[config.mk]
export PLATFORM = sky130hd
export DESIGN_NAME = mmsr_host_flat
export DESIGN_NICKNAME = d
export VERILOG_FILES = /design/src/design/mmsr_pkg.sv /design/src/design/mmsr_link_if.sv /design/src/design/mmsr_sync.sv /design/src/design/mmsr_host.sv /design/src/flat_wrapper.sv
export SDC_FILE = /design/constraint.sdc
export NUM_CORES = 1
export LEC_CHECK = 0
export ABC_AREA = 1
export BUFFER_PORTS_ARGS = -buffer_cell sky130_fd_sc_hd__buf_4
export CAP_MARGIN = 5
export CORE_AREA = 2 2 98 100
export CTS_CLUSTER_DIAMETER = 200
export CTS_CLUSTER_SIZE = 8
export DETAILED_ROUTE_END_ITERATION = 6
export DIE_AREA = 0 0 100 102
export GPL_ROUTABILITY_DRIVEN = 0
export PLACE_DENSITY = 0.63
export SLEW_MARGIN = 20
export SYNTH_ARGS = -nofsm -noshare
export SYNTH_HDL_FRONTEND = slang
export SYNTH_SLANG_ARGS = --single-unit
[constraint.sdc]
create_clock -name clk -period 1.9 [get_ports clk]
set_clock_uncertainty 0.1 [all_clocks]
set_input_delay 0.095 -clock clk [delete_from_list [all_inputs] [get_ports clk]]
set_output_delay 0.095 -clock clk [all_outputs]
set_load 0.01 [all_outputs]
[src/design/mmsr_pkg.sv]
// Package of constants and types for the module mode strap and reset block
package mmsr_pkg;

   // Operating mode strap codes
   localparam logic [2:0] MODE_PARALLEL  = 3'h0;
   localparam logic [2:0] MODE_SER_19K2  = 3'h1;
   localparam logic [2:0] MODE_SER_57K6  = 3'h2;
   localparam logic [2:0] MODE_SER_115K2 = 3'h3;
   localparam logic [2:0] MODE_SER_625K  = 3'h4;
   localparam logic [2:0] MODE_SERVICE   = 3'h7;

   // Module type codes on module_type_outputs, bit 0 first
   localparam logic [1:0] TYPE_ACTIVE  = 2'h0;
   localparam logic [1:0] TYPE_PASSIVE = 2'h1;

   // Baud select codes
   localparam logic [2:0] BAUD_NONE  = 3'h0;
   localparam logic [2:0] BAUD_19K2  = 3'h1;
   localparam logic [2:0] BAUD_57K6  = 3'h2;
   localparam logic [2:0] BAUD_115K2 = 3'h3;
   localparam logic [2:0] BAUD_625K  = 3'h4;

   // Clock and timing
   localparam int CLK_HZ          = 25000000;
   localparam int RESET_MIN_US    = 100;
   localparam int POWERUP_MIN_MS  = 100;
   localparam int RESET_MIN_CYC   = (CLK_HZ / 1000000) * RESET_MIN_US;
   localparam int POWERUP_MIN_CYC = (CLK_HZ / 1000) * POWERUP_MIN_MS;
   localparam int CNT_W           = 24;
   // Id read window: both synchronisers and the module's data register
   localparam int ID_READ_CYC     = 6;

   // Passive module identification byte on the data lines
   localparam logic [7:0] PASSIVE_ID_DEFAULT = 8'h5A;

   // Host interface register offsets
   localparam logic [3:0] REG_CTRL   = 4'h0;
   localparam logic [3:0] REG_STATUS = 4'h4;
   localparam logic [3:0] REG_STRAP  = 4'h8;
   localparam logic [3:0] REG_ID     = 4'hC;

   // Control register fields
   localparam int CTRL_RESTART = 0;
   localparam int CTRL_READID  = 1;
   localparam int CTRL_SUPPLY  = 2;

   typedef enum logic [3:0] {
      HS_POWERUP = 4'h1,
      HS_RESET   = 4'h2,
      HS_RUN     = 4'h4,
      HS_IDREAD  = 4'h8
   } mmsr_hstate_t;

endpackage : mmsr_pkg

[src/design/mmsr_link_if.sv]
// Interface joining host controller and module end
interface mmsr_link_if;
   logic       reset_n;
   logic [2:0] operating_mode_straps;
   logic [1:0] module_type_outputs;
   logic [3:0] network_status_outputs;
   logic       chip_enable_n;
   logic       output_enable_n;
   logic       read_write;
   logic [7:0] data_out;
   logic       data_oe_n;
   logic       safety_link_receive;
   logic       safety_link_transmit;

   modport host (
      output reset_n, operating_mode_straps, chip_enable_n, output_enable_n, read_write,
      output safety_link_receive,
      input  module_type_outputs, network_status_outputs, data_out, data_oe_n,
      input  safety_link_transmit
   );
   modport module_end (
      input  reset_n, operating_mode_straps, chip_enable_n, output_enable_n, read_write,
      input  safety_link_receive,
      output module_type_outputs, network_status_outputs, data_out, data_oe_n,
      output safety_link_transmit
   );
endinterface : mmsr_link_if

[src/design/mmsr_sync.sv]
// Two flip-flop synchroniser for a vector of pin inputs
module mmsr_sync #(
   parameter int W = 1
) (
   // Clock and reset
   input  wire logic         clk,
   input  wire logic         rst,
   // Data
   input  wire logic [W-1:0] d,
   output logic      [W-1:0] q
);
   logic [W-1:0] s1_q;
   logic [W-1:0] s2_q;

   always_ff @(posedge clk) begin
      if (rst) begin
         s1_q <= '0;
         s2_q <= '0;
      end else begin
         s1_q <= d;
         s2_q <= s1_q;
      end
   end
   assign q = s2_q;
endmodule // mmsr_sync

[src/design/mmsr_host.sv]
// Host end: reset sequencing, strap drive and identification readout
module mmsr_host #(
   parameter int POWERUP_CYC = mmsr_pkg::POWERUP_MIN_CYC
) (
   // Clock and reset
   input  wire logic  clk,
   input  wire logic  rst,
   // Link
   mmsr_link_if.host  lnk,
   // Software port
   input  wire logic [3:0] addr,
   input  wire logic [7:0] wdata,
   input  wire logic       wr,
   input  wire logic       rd,
   output logic      [7:0] rdata
);
   ////////////////////////////////////////////////////////////////////////////////
   logic [1:0] type_s;
   logic [3:0] stat_s;
   logic [8:0] dat_s;
   logic       stx_s;

   mmsr_sync #(.W(16)) u_sync_in (.clk(clk), .rst(rst),
      .d({lnk.module_type_outputs, lnk.network_status_outputs, lnk.data_oe_n, lnk.data_out,
          lnk.safety_link_transmit}),
      .q({type_s, stat_s, dat_s, stx_s}));

   ////////////////////////////////////////////////////////////////////////////////
   // Registers and sequencer
   mmsr_pkg::mmsr_hstate_t st_q, st_d;
   logic [mmsr_pkg::CNT_W-1:0] cnt_q, cnt_d;
   logic [2:0] strap_q, strap_d;
   logic       supply_ok_q, supply_ok_d;
   logic       restart_q, restart_d;
   logic       idreq_q, idreq_d;
   logic       typed_q, typed_d;
   logic [7:0] id_q, id_d;
   logic [7:0] rdata_q, rdata_d;

   localparam logic [mmsr_pkg::CNT_W-1:0] PU_CNT  = mmsr_pkg::CNT_W'(POWERUP_CYC);
   localparam logic [mmsr_pkg::CNT_W-1:0] RST_CNT = mmsr_pkg::CNT_W'(mmsr_pkg::RESET_MIN_CYC);
   localparam logic [mmsr_pkg::CNT_W-1:0] ID_CNT  = mmsr_pkg::CNT_W'(mmsr_pkg::ID_READ_CYC);

   always_comb begin
      st_d        = st_q;
      cnt_d       = cnt_q;
      strap_d     = strap_q;
      supply_ok_d = supply_ok_q;
      restart_d   = restart_q;
      idreq_d     = idreq_q;
      typed_d     = typed_q;
      id_d        = id_q;
      rdata_d     = 8'h00;
      if (rd) begin
         case (addr)
            mmsr_pkg::REG_CTRL:   rdata_d = {5'h00, supply_ok_q, idreq_q, restart_q};
            mmsr_pkg::REG_STATUS: rdata_d = {typed_q, (st_q == mmsr_pkg::HS_RUN), type_s,
                                             stat_s};
            mmsr_pkg::REG_STRAP:  rdata_d = {5'h00, strap_q};
            mmsr_pkg::REG_ID:     rdata_d = id_q;
            default:              rdata_d = 8'h00;
         endcase
      end
      if (cnt_q != '0) begin
         cnt_d = cnt_q - 1'b1;
      end
      case (st_q)
         mmsr_pkg::HS_POWERUP: begin
            if (!supply_ok_q) begin
               cnt_d = PU_CNT;
            end else if (cnt_q == '0) begin
               st_d = mmsr_pkg::HS_RUN;
            end
         end
         mmsr_pkg::HS_RESET: begin
            if (!supply_ok_q) begin
               st_d  = mmsr_pkg::HS_POWERUP;
               cnt_d = PU_CNT;
            end else if (cnt_q == '0) begin
               st_d = mmsr_pkg::HS_RUN;
            end
         end
         mmsr_pkg::HS_RUN: begin
            typed_d = 1'b1;
            if (!supply_ok_q) begin
               st_d    = mmsr_pkg::HS_POWERUP;
               cnt_d   = PU_CNT;
               typed_d = 1'b0;
            end else if (restart_q) begin
               st_d      = mmsr_pkg::HS_RESET;
               cnt_d     = RST_CNT;
               restart_d = 1'b0;
               typed_d   = 1'b0;
            end else if (idreq_q && typed_q && type_s == mmsr_pkg::TYPE_PASSIVE) begin
               st_d    = mmsr_pkg::HS_IDREAD;
               cnt_d   = ID_CNT;
               idreq_d = 1'b0;
            end else begin
               idreq_d = 1'b0;
            end
         end
         mmsr_pkg::HS_IDREAD: begin
            if (cnt_q == '0) begin
               if (!dat_s[8]) begin
                  id_d = dat_s[7:0];
               end
               st_d = mmsr_pkg::HS_RUN;
            end
         end
         default: st_d = mmsr_pkg::HS_POWERUP;
      endcase
      // Writes come after the sequencer so a new request beats its clear
      if (wr) begin
         case (addr)
            mmsr_pkg::REG_CTRL: begin
               restart_d   = restart_d | wdata[mmsr_pkg::CTRL_RESTART];
               idreq_d     = idreq_d | wdata[mmsr_pkg::CTRL_READID];
               supply_ok_d = wdata[mmsr_pkg::CTRL_SUPPLY];
            end
            // Reserved and service codes fall back to parallel
            mmsr_pkg::REG_STRAP: strap_d = (wdata[2:0] > mmsr_pkg::MODE_SER_625K)
                                           ? mmsr_pkg::MODE_PARALLEL : wdata[2:0];
            default: ;
         endcase
      end
   end

   always_ff @(posedge clk) begin
      if (rst) begin
         st_q        <= mmsr_pkg::HS_POWERUP;
         cnt_q       <= '0;
         strap_q     <= mmsr_pkg::MODE_PARALLEL;
         supply_ok_q <= 1'b0;
         restart_q   <= 1'b0;
         idreq_q     <= 1'b0;
         typed_q     <= 1'b0;
         id_q        <= 8'h00;
         rdata_q     <= 8'h00;
      end else begin
         st_q        <= st_d;
         cnt_q       <= cnt_d;
         strap_q     <= strap_d;
         supply_ok_q <= supply_ok_d;
         restart_q   <= restart_d;
         idreq_q     <= idreq_d;
         typed_q     <= typed_d;
         id_q        <= id_d;
         rdata_q     <= rdata_d;
      end
   end

   ////////////////////////////////////////////////////////////////////////////////
   // Pin drive; straps are only changeable via register while reset is held
   logic [2:0] pins_strap_q;
   logic       rst_n_q;
   logic       idpins_q;

   always_ff @(posedge clk) begin
      if (rst) begin
         pins_strap_q <= mmsr_pkg::MODE_PARALLEL;
         rst_n_q      <= 1'b0;
         idpins_q     <= 1'b0;
      end else begin
         if (st_q != mmsr_pkg::HS_RUN && st_q != mmsr_pkg::HS_IDREAD) begin
            pins_strap_q <= strap_q;
         end
         rst_n_q  <= (st_d == mmsr_pkg::HS_RUN) || (st_d == mmsr_pkg::HS_IDREAD);
         idpins_q <= (st_d == mmsr_pkg::HS_IDREAD);
      end
   end

   assign lnk.reset_n               = rst_n_q;
   assign lnk.operating_mode_straps = pins_strap_q;
   assign lnk.chip_enable_n         = ~idpins_q;
   assign lnk.output_enable_n       = ~idpins_q;
   assign lnk.read_write            = 1'b1;
   assign lnk.safety_link_receive   = stx_s;
   assign rdata                     = rdata_q;
endmodule // mmsr_host

[src/flat_wrapper.sv]
// flat-port wrapper written by rule: the top's interface ports become plain ports
module mmsr_host_flat 
#(
   parameter int POWERUP_CYC = mmsr_pkg::POWERUP_MIN_CYC
)
  (clk, rst, addr, wdata, wr, rd, rdata, lnk_reset_n, lnk_operating_mode_straps, lnk_chip_enable_n, lnk_output_enable_n, lnk_read_write, lnk_safety_link_receive, lnk_module_type_outputs, lnk_network_status_outputs, lnk_data_out, lnk_data_oe_n, lnk_safety_link_transmit);
  mmsr_link_if lnk_i ();
  input  wire logic clk;
  input  wire logic rst;
  input  wire logic [3:0] addr;
  input  wire logic [7:0] wdata;
  input  wire logic wr;
  input  wire logic rd;
  output logic      [7:0] rdata;
  output wire logic [$bits(lnk_i.reset_n)-1:0] lnk_reset_n;
  output wire logic [$bits(lnk_i.operating_mode_straps)-1:0] lnk_operating_mode_straps;
  output wire logic [$bits(lnk_i.chip_enable_n)-1:0] lnk_chip_enable_n;
  output wire logic [$bits(lnk_i.output_enable_n)-1:0] lnk_output_enable_n;
  output wire logic [$bits(lnk_i.read_write)-1:0] lnk_read_write;
  output wire logic [$bits(lnk_i.safety_link_receive)-1:0] lnk_safety_link_receive;
  input wire logic [$bits(lnk_i.module_type_outputs)-1:0] lnk_module_type_outputs;
  input wire logic [$bits(lnk_i.network_status_outputs)-1:0] lnk_network_status_outputs;
  input wire logic [$bits(lnk_i.data_out)-1:0] lnk_data_out;
  input wire logic [$bits(lnk_i.data_oe_n)-1:0] lnk_data_oe_n;
  input wire logic [$bits(lnk_i.safety_link_transmit)-1:0] lnk_safety_link_transmit;
  assign lnk_reset_n = lnk_i.reset_n;
  assign lnk_operating_mode_straps = lnk_i.operating_mode_straps;
  assign lnk_chip_enable_n = lnk_i.chip_enable_n;
  assign lnk_output_enable_n = lnk_i.output_enable_n;
  assign lnk_read_write = lnk_i.read_write;
  assign lnk_safety_link_receive = lnk_i.safety_link_receive;
  assign lnk_i.module_type_outputs = lnk_module_type_outputs;
  assign lnk_i.network_status_outputs = lnk_network_status_outputs;
  assign lnk_i.data_out = lnk_data_out;
  assign lnk_i.data_oe_n = lnk_data_oe_n;
  assign lnk_i.safety_link_transmit = lnk_safety_link_transmit;
  mmsr_host #(.POWERUP_CYC(POWERUP_CYC)) u_core (.clk(clk), .rst(rst), .lnk(lnk_i), .addr(addr), .wdata(wdata), .wr(wr), .rd(rd), .rdata(rdata));
endmodule
# After elaboration in Yosys (flattened, before gate mapping)
# Cells that the tools add are included.
[classes]
n_reduce_logical = 12
n_eq_ne = 12
addsub = 1
magnitude_cmp = 1
bitwise_logic = 5
muxes = 26
[ops]
columns = ["operator", "n"]
rows = [
  ["2-to-1 mux 24 bit", 5],
  ["case mux 24 bit (2 select lines)", 1],
  ["case mux 8 bit (4 select lines)", 1],
  ["zero test 24 bit", 1],
  ["2-to-1 mux 4 bit", 6],
  ["nonzero test 24 bit", 1],
  ["subtractor 24 x 1 -> 24 bit, second input constant", 1],
  ["== test 4 bit, second input constant", 4],
  ["case mux 4 bit (4 select lines)", 1],
  ["== test 4 x 3 -> 1 bit, second input constant", 3],
  ["2-to-1 mux 1 bit", 11],
  ["== test 4 x 1 -> 1 bit, second input constant", 1],
  ["== test 4 x 2 -> 1 bit, second input constant", 1],
  ["zero test 4 bit", 1],
  ["!= test 4 x 3 -> 1 bit, second input constant", 1],
  ["!= test 4 bit, second input constant", 1],
  ["AND reduction 2 bit", 2],
  ["OR reduction 2 bit", 2],
  ["> comparator 3 bit, second input constant", 1],
  ["logical AND 1 bit", 3],
  ["2-to-1 mux 3 bit", 1],
  ["inverter 1 bit", 3],
  ["AND reduction 3 bit", 1],
  ["== test 2 x 1 -> 1 bit, second input constant", 1],
  ["2 further kinds", 3],
]
[totals]
regBits = 88
inputBits = 32
out_inout_bits = 16

# Logic depth before layout (Yosys ltp)
# Gate-level depths: netlist of run 1.
[depth]
ltp_word = 8
ltp_mapped = 11
ltp_nobuf = 11

# Cells and area by module
# Synthesis of run 1 repeated with hierarchy kept, for this count alone.
[hier_totals]
hier_cells = 515
area_unflattened_um2 = 3789.9
[modules_own_cells]
columns = ["module", "area_each_um2", "cells_each", "n_inst", "seq_area_each_um2"]
rows = [
  ["mmsr_host", 2875.3, 416, 1, 1121.1],
  ["mmsr_sync", 914.6, 99, 1, 640.6],
]

# Worst setup path after synthesis of run 1
# No wires, ideal clock.
[synth_path]
path_kind = "reg-to-reg"
startpoint = "register u_core.cnt_q[0] (netlist name)"
endpoint = "register u_core.id_q[6]"
setup_slack_ns = 0.393
path_buffers = 1
required_ns = 1.685
arrival_ns = 1.292
synth_period_minus_slack_ns = 1.507
stages_incl_launch_ff = 9
cell_sequence = "dfxtp_1 inv_1 ha_1 nand3_1 nor2_4 nand4_4 buf_6 o21ai_2 a21oi_2"
[synth_between]
elab_chain_len = 2
[synth_lines]
columns = ["item", "line", "text"]
rows = [
  ["from (decl)", "mmsr_host.sv:31", "logic [mmsr_pkg::CNT_W-1:0] cnt_q, cnt_d;"],
  ["from (signal assigned)", "mmsr_host.sv:141", "cnt_q <= cnt_d;"],
  ["zero test 24 bit", "mmsr_host.sv:103", "if (cnt_q == '0) begin"],
  ["AND reduction 3 bit (no source line)", "-", ""],
  ["to (signal assigned)", "mmsr_host.sv:147", "id_q <= id_d;"],
  ["to (decl)", "mmsr_host.sv:37", "logic [7:0] id_q, id_d;"],
]
# No other way between the ends.
# A chain may end at the register's enable or synchronous reset.

# Final worst setup path of run 1
[layout_path]
startpoint = "register u_core.st_q[1]"
endpoint = "register u_core.id_q[7]"
[layout_between]
elab_chain_len = 2
[layout_lines]
columns = ["item", "line", "text"]
rows = [
  ["from (decl)", "mmsr_host.sv:30", "mmsr_pkg::mmsr_hstate_t st_q, st_d;"],
  ["from (signal assigned)", "mmsr_host.sv:130", "st_q <= mmsr_pkg::HS_POWERUP;"],
  ["from (signal assigned)", "mmsr_host.sv:140", "st_q <= st_d;"],
  ["== test 4 bit", "mmsr_host.sv:67", "case (st_q)"],
  ["AND reduction 3 bit (no source line)", "-", ""],
]
# No other way between the ends.

==> summary.md, run 1 <==
| Metric | Value |
|---|---|
| Ratio of final minimum period to clock period | 90.6% |
| Syn nets | 543 |
| First-pass GRT wire length | 14.9 mm |
| Clock tree from TritonCTS | built |
| Port-buffer cells | 41 |
| Share of synthesized flip-flops with an asynchronous set or reset | 0% |
| Total negative slack | 0 ns |
| Global-route usage over all layers | 18.1% |
| Final net count | 609 |
| Cell depth of the worst min-delay path | 5 |
| Average cell area after synthesis | 7.68 um2 |
| Portion of synthesized cell area occupied by the leading cell type | 45.1% |
| Primary FF master, synth | dfxtp_1 |
| Dpl cell area | 4300 um2 |
| Final Critical Period | 1.72 ns |
| Iter 0 DRT Violations | 148 |
| Netlist area before placement | 3910 um2 |
| Final number of max-transition violations | 0 |
| Antenna violations before repair | 0 |
| Switching part of the total power | 25.0% |
| Critical path data arrival time | 1.87 ns |
| Detailed-route via count | 3,360 |
| Commonest cells post-synth | 88 x dfxtp_1, 86 x nor2_1, 75 x inv_1 |
| Distinct cells, synth | 41 |
| Fraction of layout instances using a drive strength above 1 | 20.3% |
| Number of hold violations in the final report | 0 |
| Switching power total | 0.931 mW |
| Max-capacitance violation count | 0 |
| Drt via density | 4.86 |
| Combinational power share | 8.8% |
| IO Count | 48 |
| Cells after synthesis | 509 |
| Detailed Place HPWL | 6.10 mm |
| Area grow syn2layout | 22.1% |
| Yosys reg bits | 88 |
| Grt total ovfl | 0 |
| Hold_ws | 0.0405 ns |
| DIE WIDTH | 100 um |
| Leakage power figure | 2.16 nW |
| Yosys warns | 0 |
| Effective utilization at floorplan | 42.9% |
| Delay of the slowest cell on the worst path | 0.37 ns |
| Bufs and invs on worst path | 0 |
| Class of the tightest hold or removal check | input port to flip-flop |
| Cell-by-cell trace of the critical path | nor2_1, nand3_1, nor2_1, nand4_2, o21ai_2, a21oi_1 |
| Clock transition at the registers of the reported paths | 0.10 ns |
| Outcome | finished, final reports clean |
| Standard cell with the maximum stage delay on the critical path | dfxtp_1 |
| Worst reg-to-reg path cell count | 6 |
| Maximum number of pins on one net before global-route repair | 50 |
| Design area | 4770 um2 |
| Synth top area cells | dfxtp_1 45%, nor2_1 8.3%, inv_1 7.2%, nand2_1 6.0%, nand3_1 5.1% |
| Internal reg-to-reg setup slack | 0.18 ns |
| Highest fanout seen on the critical path | 8 |
| Power per standard cell area | 782 nW/um2 |
| Required time reported for the critical path endpoint | 2.05 ns |
| Placeable core area | 9110 um2 |
| Share of synthesized area occupied by flip-flops and latches | 45.1% |
| Unrepaired setup endpoints after global routing | no |
| Worst Setup Slack post-DPL | 0.158 ns |
| Crit path kind | flip-flop to flip-flop |
| Count of antenna-violating nets left after detailed routing | 0 |
| Sequential Power Share | 51.5% |
| Library cell appearing most often on the critical path | nor2_1 |
| Count of flip-flops with a built-in enable after synthesis | 0 |
| Number of global-route vias before repair | 3,252 |
| Clock Tree Root | clkbuf_8 |
| CP top delay family | simple AND/OR/NAND/NOR gates |
| Internal Pwr Total | 2.80 mW |
| Number of clock buffers inserted by TritonCTS | 9 |
| Clk pwr share | 39.7% |
| Number of clock sinks seen by CTS | 88 |
| Highest achievable clock rate | 581 MHz |
| Remaining routing DRC violations | 0 |
| Die Y-Extent | 102 um |
| Crit start category | flip-flop |
| Smallest setup slack after layout | 0.179 ns |
| Most used standard cell by instance count after synthesis | dfxtp_1 |
| TritonRoute pass-1 iters | 4 |
| Per-cell routed wire length | 12.5 um |
| Post-synthesis cell type with the largest combined area | dfxtp_1 |
| Kind of capture point of the worst setup path | flip-flop |
| Setup violations, final | 0 |
| Total wirelength of the detailed-routed design | 8.63 mm |
| Die area | 10,200 um2 |
| Worst VDD drop | 0.608 mV |
| H-tree levels | 3 |
| Antenna diode instance count | 0 |
| Later-pin clock latency in the skew report | 0.36 ns |
| Row count | 35 |
| Crit. path cell count | 6 |
| Maximum buffer depth of the clock tree | 2 |
==> kinds of logic (layout without fill, tap and decap cells) <==
kind of cell | count (synthesis) | in the layout | synth area share, %
compound gates | 68 | 68 | 10.3
simple gates | 247 | 248 | 31.7
other cells | 1 | 1 | 0.0960
flops | 88 | 88 | 45.1
xor+xnor | 11 | 11 | 2.47
buf+inv | 92 | 162 | 9.73
fa+ha+maj | 2 | 2 | 0.640
==> layer usage <==
metal / track usage (%) / vias up / wire [um]
met4: 5.90 / 0 / 155
met3: 3.28 / 16 / 237
met2: 33.0 / 69 / 4280
met1: 21.5 / 1524 / 3960
met5: 0 / - / 0
li1: - / 1751 / -
==> through the flow <==
step / cells / util (%) / total power, mW
3_5_place_dp: 652 / 47.2 / 2.26
5_1_grt: 691 / 52.4 / 3.89
2_1_floorplan: 509 / - / 2.16
3_3_place_gp: 652 / 47.2 / 2.25
6_report: 691 / 52.4 / 3.73
4_1_cts: 687 / 51.9 / 3.75
==> worst reg2reg max path, cell delays in order (launching register included) <==
cell     delay, ns
dfxtp_1       0.37
nor2_1        0.12
nand3_1       0.12
nor2_1        0.34
nand4_2       0.32
o21ai_2       0.20
a21oi_1       0.05
==> area by class of cell <==
cell class	count	area, um2
Fill cell	895	4340
Multi-Input combinational cell	330	1780
Sequential cell	88	1760
Timing Repair Buffer	67	563
Inverter	79	299
Tap cell	111	139
Clock buffer	9	124
Clock inverter	7	106
==> cell usage in the layout, fill, tap and decap left out, types with 9 or more instances in the layout <==
cell type and count:
dfxtp_1 88, nor2_1 86, inv_1 74, nand2_1 62, buf_4 47, nand3_1 40, a21oi_1 35, dlygate4sd3_1 19
nor2_2 18, nand4_1 13, o21ai_0 11, xor2_1 10, clkbuf_8 9
==> worst paths after layout <==
kind	startpoint	to
hold reg to reg	u_core.u_sync_in.s1_q[11]	u_core.u_sync_in.q[11]
setup / recovery	u_core.st_q[1]	u_core.id_q[7]
setup reg to reg	u_core.st_q[1]	u_core.id_q[7]
hold / removal	wr	u_core.restart_q
==> sequential cells by signal, summed over array words and instances (netlist names) <==
name / flops
u_core.cnt_q: 24
u_core.id_q: 8
u_core.idpins_q: 1
u_core.idreq_q: 1
u_core.lnk.operating_mode_straps: 3
u_core.lnk.reset_n: 1
u_core.rdata: 8
u_core.restart_q: 1
u_core.st_q: 4
u_core.strap_q: 3
u_core.supply_ok_q: 1
u_core.typed_q: 1
u_core.u_sync_in.q: 16
u_core.u_sync_in.s1_q: 16
==> power groups by stage <==
stage / registers [mW] / logic [mW] / clock network (mW)
CTS: 1.92 / 0.324 / 1.51
detailed placement: 1.96 / 0.291 / 0
finish: 1.92 / 0.329 / 1.48
global placement: 1.96 / 0.285 / 0
global route: 1.93 / 0.371 / 1.60
floorplan: 1.96 / 0.202 / 0
==> timing repair <==
| action | 4_1_cts | 5_1_grt |
|---|---|---|
| gates resized for setup | 0 | 2 |
| setup buffers | 0 | 3 |
| endpoints found under the setup margin | 0 | 5 |
| hold buffers | 19 | 0 |
| hold endpoints to repair | 22 | 0 |
Power figures use the tool's default switching activity.
==> inputs of run 2 (changes only) <==
- PLACE_DENSITY: 0.63 -> 0.7
==> summary.md, run 2 (same netlist as run 1, synthesis figures left out) <==
| Metric | Value |
|---|---|
| Dpl cell area | 4300 um2 (-0.17%) |
| Number of clock buffers inserted by TritonCTS | 9 (unchanged) |
| H-tree levels | 3 (unchanged) |
| Antenna diode instance count | 0 (unchanged) |
| Most common cell after layout, fill and taps aside | dfxtp_1 |
| Internal reg-to-reg setup slack | 0.12 ns (-0.06 ns) |
| Number of global-route vias before repair | 3,286 (+1.0%) |
| Die Y-Extent | 102 um (unchanged) |
| Number of hold violations in the final report | 0 (unchanged) |
| Worst Setup Slack post-DPL | 0.149 ns (-0.00894 ns) |
| Total wirelength of the detailed-routed design | 8.70 mm (+0.81%) |
| Hold_ws | 0.0488 ns (+0.00828 ns) |
| Area grow syn2layout | 21.1% |
| Count of antenna-violating nets left after detailed routing | 0 (unchanged) |
| Flip-flop and latch area | 1760 um2 (unchanged) |
| Highest fanout seen on the critical path | 8 (unchanged) |
| Maximum buffer depth of the clock tree | 2 (unchanged) |
| Clock Tree Root | clkbuf_8 |
| Crit start category | flip-flop |
| Setup violations, final | 0 (unchanged) |
| Placeable core area | 9110 um2 (unchanged) |
| Max-capacitance violation count | 0 (unchanged) |
| Origin of the critical flop-to-flop path | u_core.cnt_q[0] |
| Antenna violations before repair | 0 (unchanged) |
| Smallest setup slack after layout | 0.123 ns (-0.0561 ns) |
| Iter 0 DRT Violations | 196 (+32%) |
| Later-pin clock latency in the skew report | 0.36 ns (about the same) |
| Class of the tightest hold or removal check | input port to flip-flop |
| TritonRoute pass-1 iters | 4 (unchanged) |
| Worst reg-to-reg path cell count | 7 (+1) |
| Clock tree from TritonCTS | built |
| Reg2reg end | u_core.id_q[6] |
| Die area | 10,200 um2 (unchanged) |
| CP Launch Point | u_core.cnt_q[0] |
| Detailed-route via count | 3,367 (+0.21%) |
| Critical path data arrival time | 1.93 ns (+0.06 ns) |
| Highest achievable clock rate | 563 MHz (-3.2%) |
| Detailed Place HPWL | 6.10 mm (about the same) |
| Final-layout fill cell count | 865 (-3.4%) |
| Maximum number of pins on one net before global-route repair | 50 (unchanged) |
| Required time reported for the critical path endpoint | 2.05 ns (about the same) |
| Top register by number of flip-flops | u_core.cnt_q |
| Clock transition at the registers of the reported paths | 0.09 ns (about the same) |
| Global-route usage over all layers | 18.1% (about the same) |
| Kind of capture point of the worst setup path | flip-flop |
| Worst VDD drop | 0.490 mV (-19%) |
| Design area | 4730 um2 (-0.79%) |
| Final Critical Period | 1.78 ns (+0.0561 ns) |
| Port-buffer cells | 41 (unchanged) |
| Unrepaired setup endpoints after global routing | yes |
| Per-cell routed wire length | 12.6 um (+0.67%) |
| Timing endpoint of the critical path | u_core.id_q[6] |
| Leakage power figure | 2.14 nW (-0.84%) |
| Ratio of final minimum period to clock period | 93.5% (+3.0 points) |
| Fraction of layout instances using a drive strength above 1 | 20.1% (-0.21 points) |
| Final net count | 610 (+0.16%) |
| Total negative slack | 0 ns (unchanged) |
| Row count | 35 (unchanged) |
| IO Count | 48 (unchanged) |
| Power per standard cell area | 739 nW/um2 (-5.4%) |
| Number of clock sinks seen by CTS | 88 (unchanged) |
| Flip-flop count of the largest register after layout | 24 (unchanged) |
| Crit path kind | flip-flop to flip-flop |
| Leading cell types in the layout, fill and taps excluded | 88 x dfxtp_1, 86 x nor2_1, 75 x inv_1, 62 x nand2_1, 48 x buf_4 |
| Footprint of the multi-input gates | 1780 um2 (unchanged) |
| Grt total ovfl | 0 (unchanged) |
| Remaining routing DRC violations | 0 (unchanged) |
| Effective utilization at floorplan | 42.9% (unchanged) |
| First-pass GRT wire length | 14.6 mm (-1.8%) |
| Outcome | finished, final reports clean |
| DIE WIDTH | 100 um (unchanged) |
| Drt via density | 4.87 (about the same) |
| Final number of max-transition violations | 0 (unchanged) |
==> run 2: changes by cell type in the layout (fill, tap and decap cells not counted) <==
cell	delta
clkinv_4	-1
clkbuf_1	+1
buf_4	+1
bufinv_16	-2
inv_2	-1
inv_8	+1
inv_6	+1
inv_1	+1
==> run 2: report_power, final <==
| group | internal (mW) | total [mW] | switching, mW |
|---|---|---|---|
| clock network | 0.514 | 1.25 | 0.735 |
| logic | 0.140 | 0.330 | 0.190 |
| registers | 1.89 | 1.92 | 0.0274 |
| total | 2.55 | 3.50 | 0.952 |
==> run 2: timing repair <==
action,4_1_cts,5_1_grt
endpoints found under the setup margin,0,7
gates resized for setup,0,1
hold buffers,19,0
endpoints found under the hold margin,22,0
setup buffers,0,5
==> run 2: stage by stage <==
step	std cells	utilization [%]	power [mW]
2_1_floorplan	509	-	2.16
3_3_place_gp	651	47.2	2.25
3_5_place_dp	651	47.2	2.26
4_1_cts	686	51.3	3.52
5_1_grt	692	52.0	3.64
6_report	692	52.0	3.50
==> run 2: layer usage <==
| metal | up-vias | global-route usage (%) | wire (um) |
|---|---|---|---|
| met5 | - | 0 | 0 |
| met4 | 0 | 4.53 | 84 |
| met3 | 11 | 4.17 | 296 |
| met2 | 70 | 33.8 | 4490 |
| met1 | 1533 | 20.9 | 3830 |
| li1 | 1753 | - | - |
==> run 2: how the worst min path moves through the flow <==
stage	start	to	slack, ns	cells past startpoint
after floorplan	lnk_safety_link_transmit	u_core.u_sync_in.s1_q[0]	0.10	2
after global placement	lnk_data_out[4]	u_core.u_sync_in.s1_q[5]	0.19	3
after detailed placement	lnk_data_out[4]	u_core.u_sync_in.s1_q[5]	0.20	3
after CTS	wr	u_core.restart_q	0.04	5
after global routing	wr	u_core.restart_q	0.09	5
final	wr	u_core.restart_q	0.05	5
==> run 2: cell type report <==
cell class / instances / share of cell area, %
repair buffers: 68 / 12.1
inverters: 79 / 6.32
clock inverters: 6 / 1.22
well taps: 111 / 2.93
clock buffers: 10 / 2.70
flip-flops and latches: 88 / 37.2
multi-input cells: 330 / 37.6
==> run 2: worst max-delay path, cell delays in order (launching register included) <==
cell     delay (ns)
dfxtp_1        0.32
inv_1          0.15
ha_1           0.24
nand3_1        0.13
nor2_4         0.20
nand4_2        0.26
o21ai_2        0.22
a21oi_2        0.05
==> inputs of run 3 (changes only) <==
- clock period: 1.9 -> 2.25 ns (I/O delays scaled with it)
==> summary.md, run 3 (same netlist as run 1, synthesis figures left out) <==
| Metric | Value |
|---|---|
| Leading cell types in the layout, fill and taps excluded | 88 x dfxtp_1, 86 x nor2_1, 75 x inv_1, 62 x nand2_1, 44 x buf_4 |
| Flip-flop and latch area | 1760 um2 (unchanged) |
| IO Count | 48 (unchanged) |
| Number of global-route vias before repair | 3,282 (-0.12%) |
| Worst reg-to-reg path cell count | 7 (unchanged) |
| H-tree levels | 3 (unchanged) |
| Grt total ovfl | 0 (unchanged) |
| Worst slew pin tran | 0.504 ns |
| Number of hold violations in the final report | 0 (unchanged) |
| Worst VDD drop | 0.423 mV (-14%) |
| Drt via density | 4.83 (-0.83%) |
| Origin of the critical flop-to-flop path | u_core.cnt_q[0] |
| Number of placed cells counting well taps | 651 (unchanged) |
| Met1 WL | 3.71 mm (-3.1%) |
| Unrepaired setup endpoints after global routing | no |
| Flip-flop count of the largest register after layout | 24 (unchanged) |
| Number of standard cells in the layout, taps in and fillers out | 686 (-0.87%) |
| Worst Hold Launch | rst |
| Count of antenna-violating nets left after detailed routing | 0 (unchanged) |
| Die Y-Extent | 102 um (unchanged) |
| Placeable core area | 9110 um2 (unchanged) |
| Sequential Power Share | 55.5% (+0.6 points) |
| TritonRoute pass-1 iters | 4 (unchanged) |
| Effective utilization at floorplan | 42.9% (unchanged) |
| Internal Pwr Total | 2.14 mW (-16%) |
| Antenna violations before repair | 0 (unchanged) |
| Clk pwr share | 35.1% (-0.6 points) |
| Slew headroom | 66.4% |
| Global-route usage over all layers | 17.6% (-0.49 points) |
| Detailed Place HPWL | 6.04 mm (-0.95%) |
| Combinational power share | 9.4% (about the same) |
| Crit start category | flip-flop |
| Iter 0 DRT Violations | 188 (-4.1%) |
| Internal reg-to-reg setup slack | 0.49 ns (+0.36 ns) |
| Fraction of layout instances using a drive strength above 1 | 19.5% (-0.66 points) |
| Area grow syn2layout | 19.5% |
| Smallest setup slack after layout | 0.487 ns (+0.364 ns) |
| Met3 routed wirelength | 325 um (+9.8%) |
| Top register by number of flip-flops | u_core.cnt_q |
| Critical path data arrival time | 1.89 ns (-0.04 ns) |
| Total negative slack | 0 ns (unchanged) |
| Switching part of the total power | 26.9% (-0.36 points) |
| Highest fanout seen on the critical path | 19 (+11) |
| Port-buffer cells | 41 (unchanged) |
| Die area | 10,200 um2 (unchanged) |
| Max-capacitance violation count | 0 (unchanged) |
| Switching power total | 0.785 mW (-18%) |
| Cell depth of the worst min-delay path | 4 (-1) |
| Clock tree from TritonCTS | built |
| Sum of internal, switching and leakage power | 2.92 mW (-16%) |
| Number of clock sinks seen by CTS | 88 (unchanged) |
| Endpoint of the worst hold path | u_core.id_q[1] |
| Number of resized instances in the post-cts repair step | 0 (unchanged) |
| Ratio of final minimum period to clock period | 78.4% (-15 points) |
| Required time reported for the critical path endpoint | 2.38 ns (+0.33 ns) |
| Worst Setup Slack post-DPL | 0.489 ns (+0.340 ns) |
| Power per standard cell area | 626 nW/um2 (-15%) |
| Total wirelength of the detailed-routed design | 8.27 mm (-4.9%) |
| Setup violations, final | 0 (unchanged) |
| Number of setup buffers added after CTS | 0 (unchanged) |
| Kind of capture point of the worst setup path | flip-flop |
| Final net count | 604 (-0.98%) |
| Highest achievable clock rate | 567 MHz (+0.78%) |
| Clock transition at the registers of the reported paths | 0.09 ns (about the same) |
| Remaining routing DRC violations | 0 (unchanged) |
| Uppermost layer routed | met4 |
| Footprint of the multi-input gates | 1770 um2 (-0.70%) |
| Antenna diode instance count | 0 (unchanged) |
| Final-layout fill cell count | 864 (-0.12%) |
| Final Critical Period | 1.76 ns (-0.0138 ns) |
| Maximum buffer depth of the clock tree | 2 (unchanged) |
| Most common cell after layout, fill and taps aside | dfxtp_1 |
| CP Launch Point | u_core.cnt_q[0] |
| Routed met2 length | 4.16 mm (-7.5%) |
| Row count | 35 (unchanged) |
| Later-pin clock latency in the skew report | 0.36 ns (about the same) |
| Final number of max-transition violations | 0 (unchanged) |
| Leakage power figure | 2.10 nW (-2.0%) |
| Clock Tree Root | clkbuf_8 |
| Number of clock buffers inserted by TritonCTS | 9 (unchanged) |
| Detailed-route via count | 3,310 (-1.7%) |
| Per-cell routed wire length | 12.1 um (-4.1%) |
| Maximum number of pins on one net before global-route repair | 50 (unchanged) |
| Crit path kind | flip-flop to flip-flop |
| First-pass GRT wire length | 14.4 mm (-1.9%) |
| DIE WIDTH | 100 um (unchanged) |
| Outcome | finished, final reports clean |
| Reg2reg end | u_core.cnt_q[8] |
| Class of the tightest hold or removal check | input port to flip-flop |
==> run 3: routing by layer <==
layer / vias up / GRT usage, %
met2: 55 / 31.8
met1: 1508 / 20.4
met4: 0 / 5.90
met5: - / 0
li1: 1736 / -
met3: 11 / 4.45
==> run 3: worst max path at each step <==
stage	end	slack, ns
after floorplan	u_core.id_q[6]	0.74
after global placement	u_core.id_q[1]	0.55
after detailed placement	u_core.id_q[4]	0.49
after CTS	u_core.id_q[4]	0.49
after global routing	u_core.id_q[0]	0.27
final	u_core.cnt_q[8]	0.49
==> run 3: area by class of cell <==
type	instances	area share [%]
well taps	111	2.97
clock buffers	9	2.65
multi-input cells	329	37.8
repair buffers	63	11.1
clock inverters	7	1.29
inverters	79	6.40
flip-flops and latches	88	37.7
==> run 3: power groups by stage <==
stage / logic (mW) / registers, mW / clock network, mW
2_1_floorplan: 0.171 / 1.65 / 0
3_3_place_gp: 0.239 / 1.66 / 0
3_5_place_dp: 0.245 / 1.66 / 0
4_1_cts: 0.272 / 1.62 / 1.04
5_1_grt: 0.310 / 1.63 / 1.12
6_report: 0.274 / 1.62 / 1.03
==> run 3: critical path, cell delays in order (launching register included) <==
cell	delay [ns]
dfxtp_1	0.32
inv_1	0.16
ha_1	0.25
nand2_1	0.07
nor2_1	0.19
nand3_4	0.26
o211ai_1	0.19
a21oi_1	0.09
==> run 3: repair_timing <==
action                                  CTS  global route
endpoints found under the setup margin    0             0
hold buffers                             19             0
hold endpoints to repair                 21             0
==> run 3: per-stage QoR <==
stage / utilization (%) / hold slack, ns / cell area (um2)
after CTS: 51.3 / 0.00786 / 4670
after floorplan: - / 0.119 / 3910
final: 51.3 / 0.00676 / 4670
after global placement: 47.2 / 0.212 / 4300
after detailed placement: 47.2 / 0.219 / 4300
after global routing: 51.3 / 0.0202 / 4670
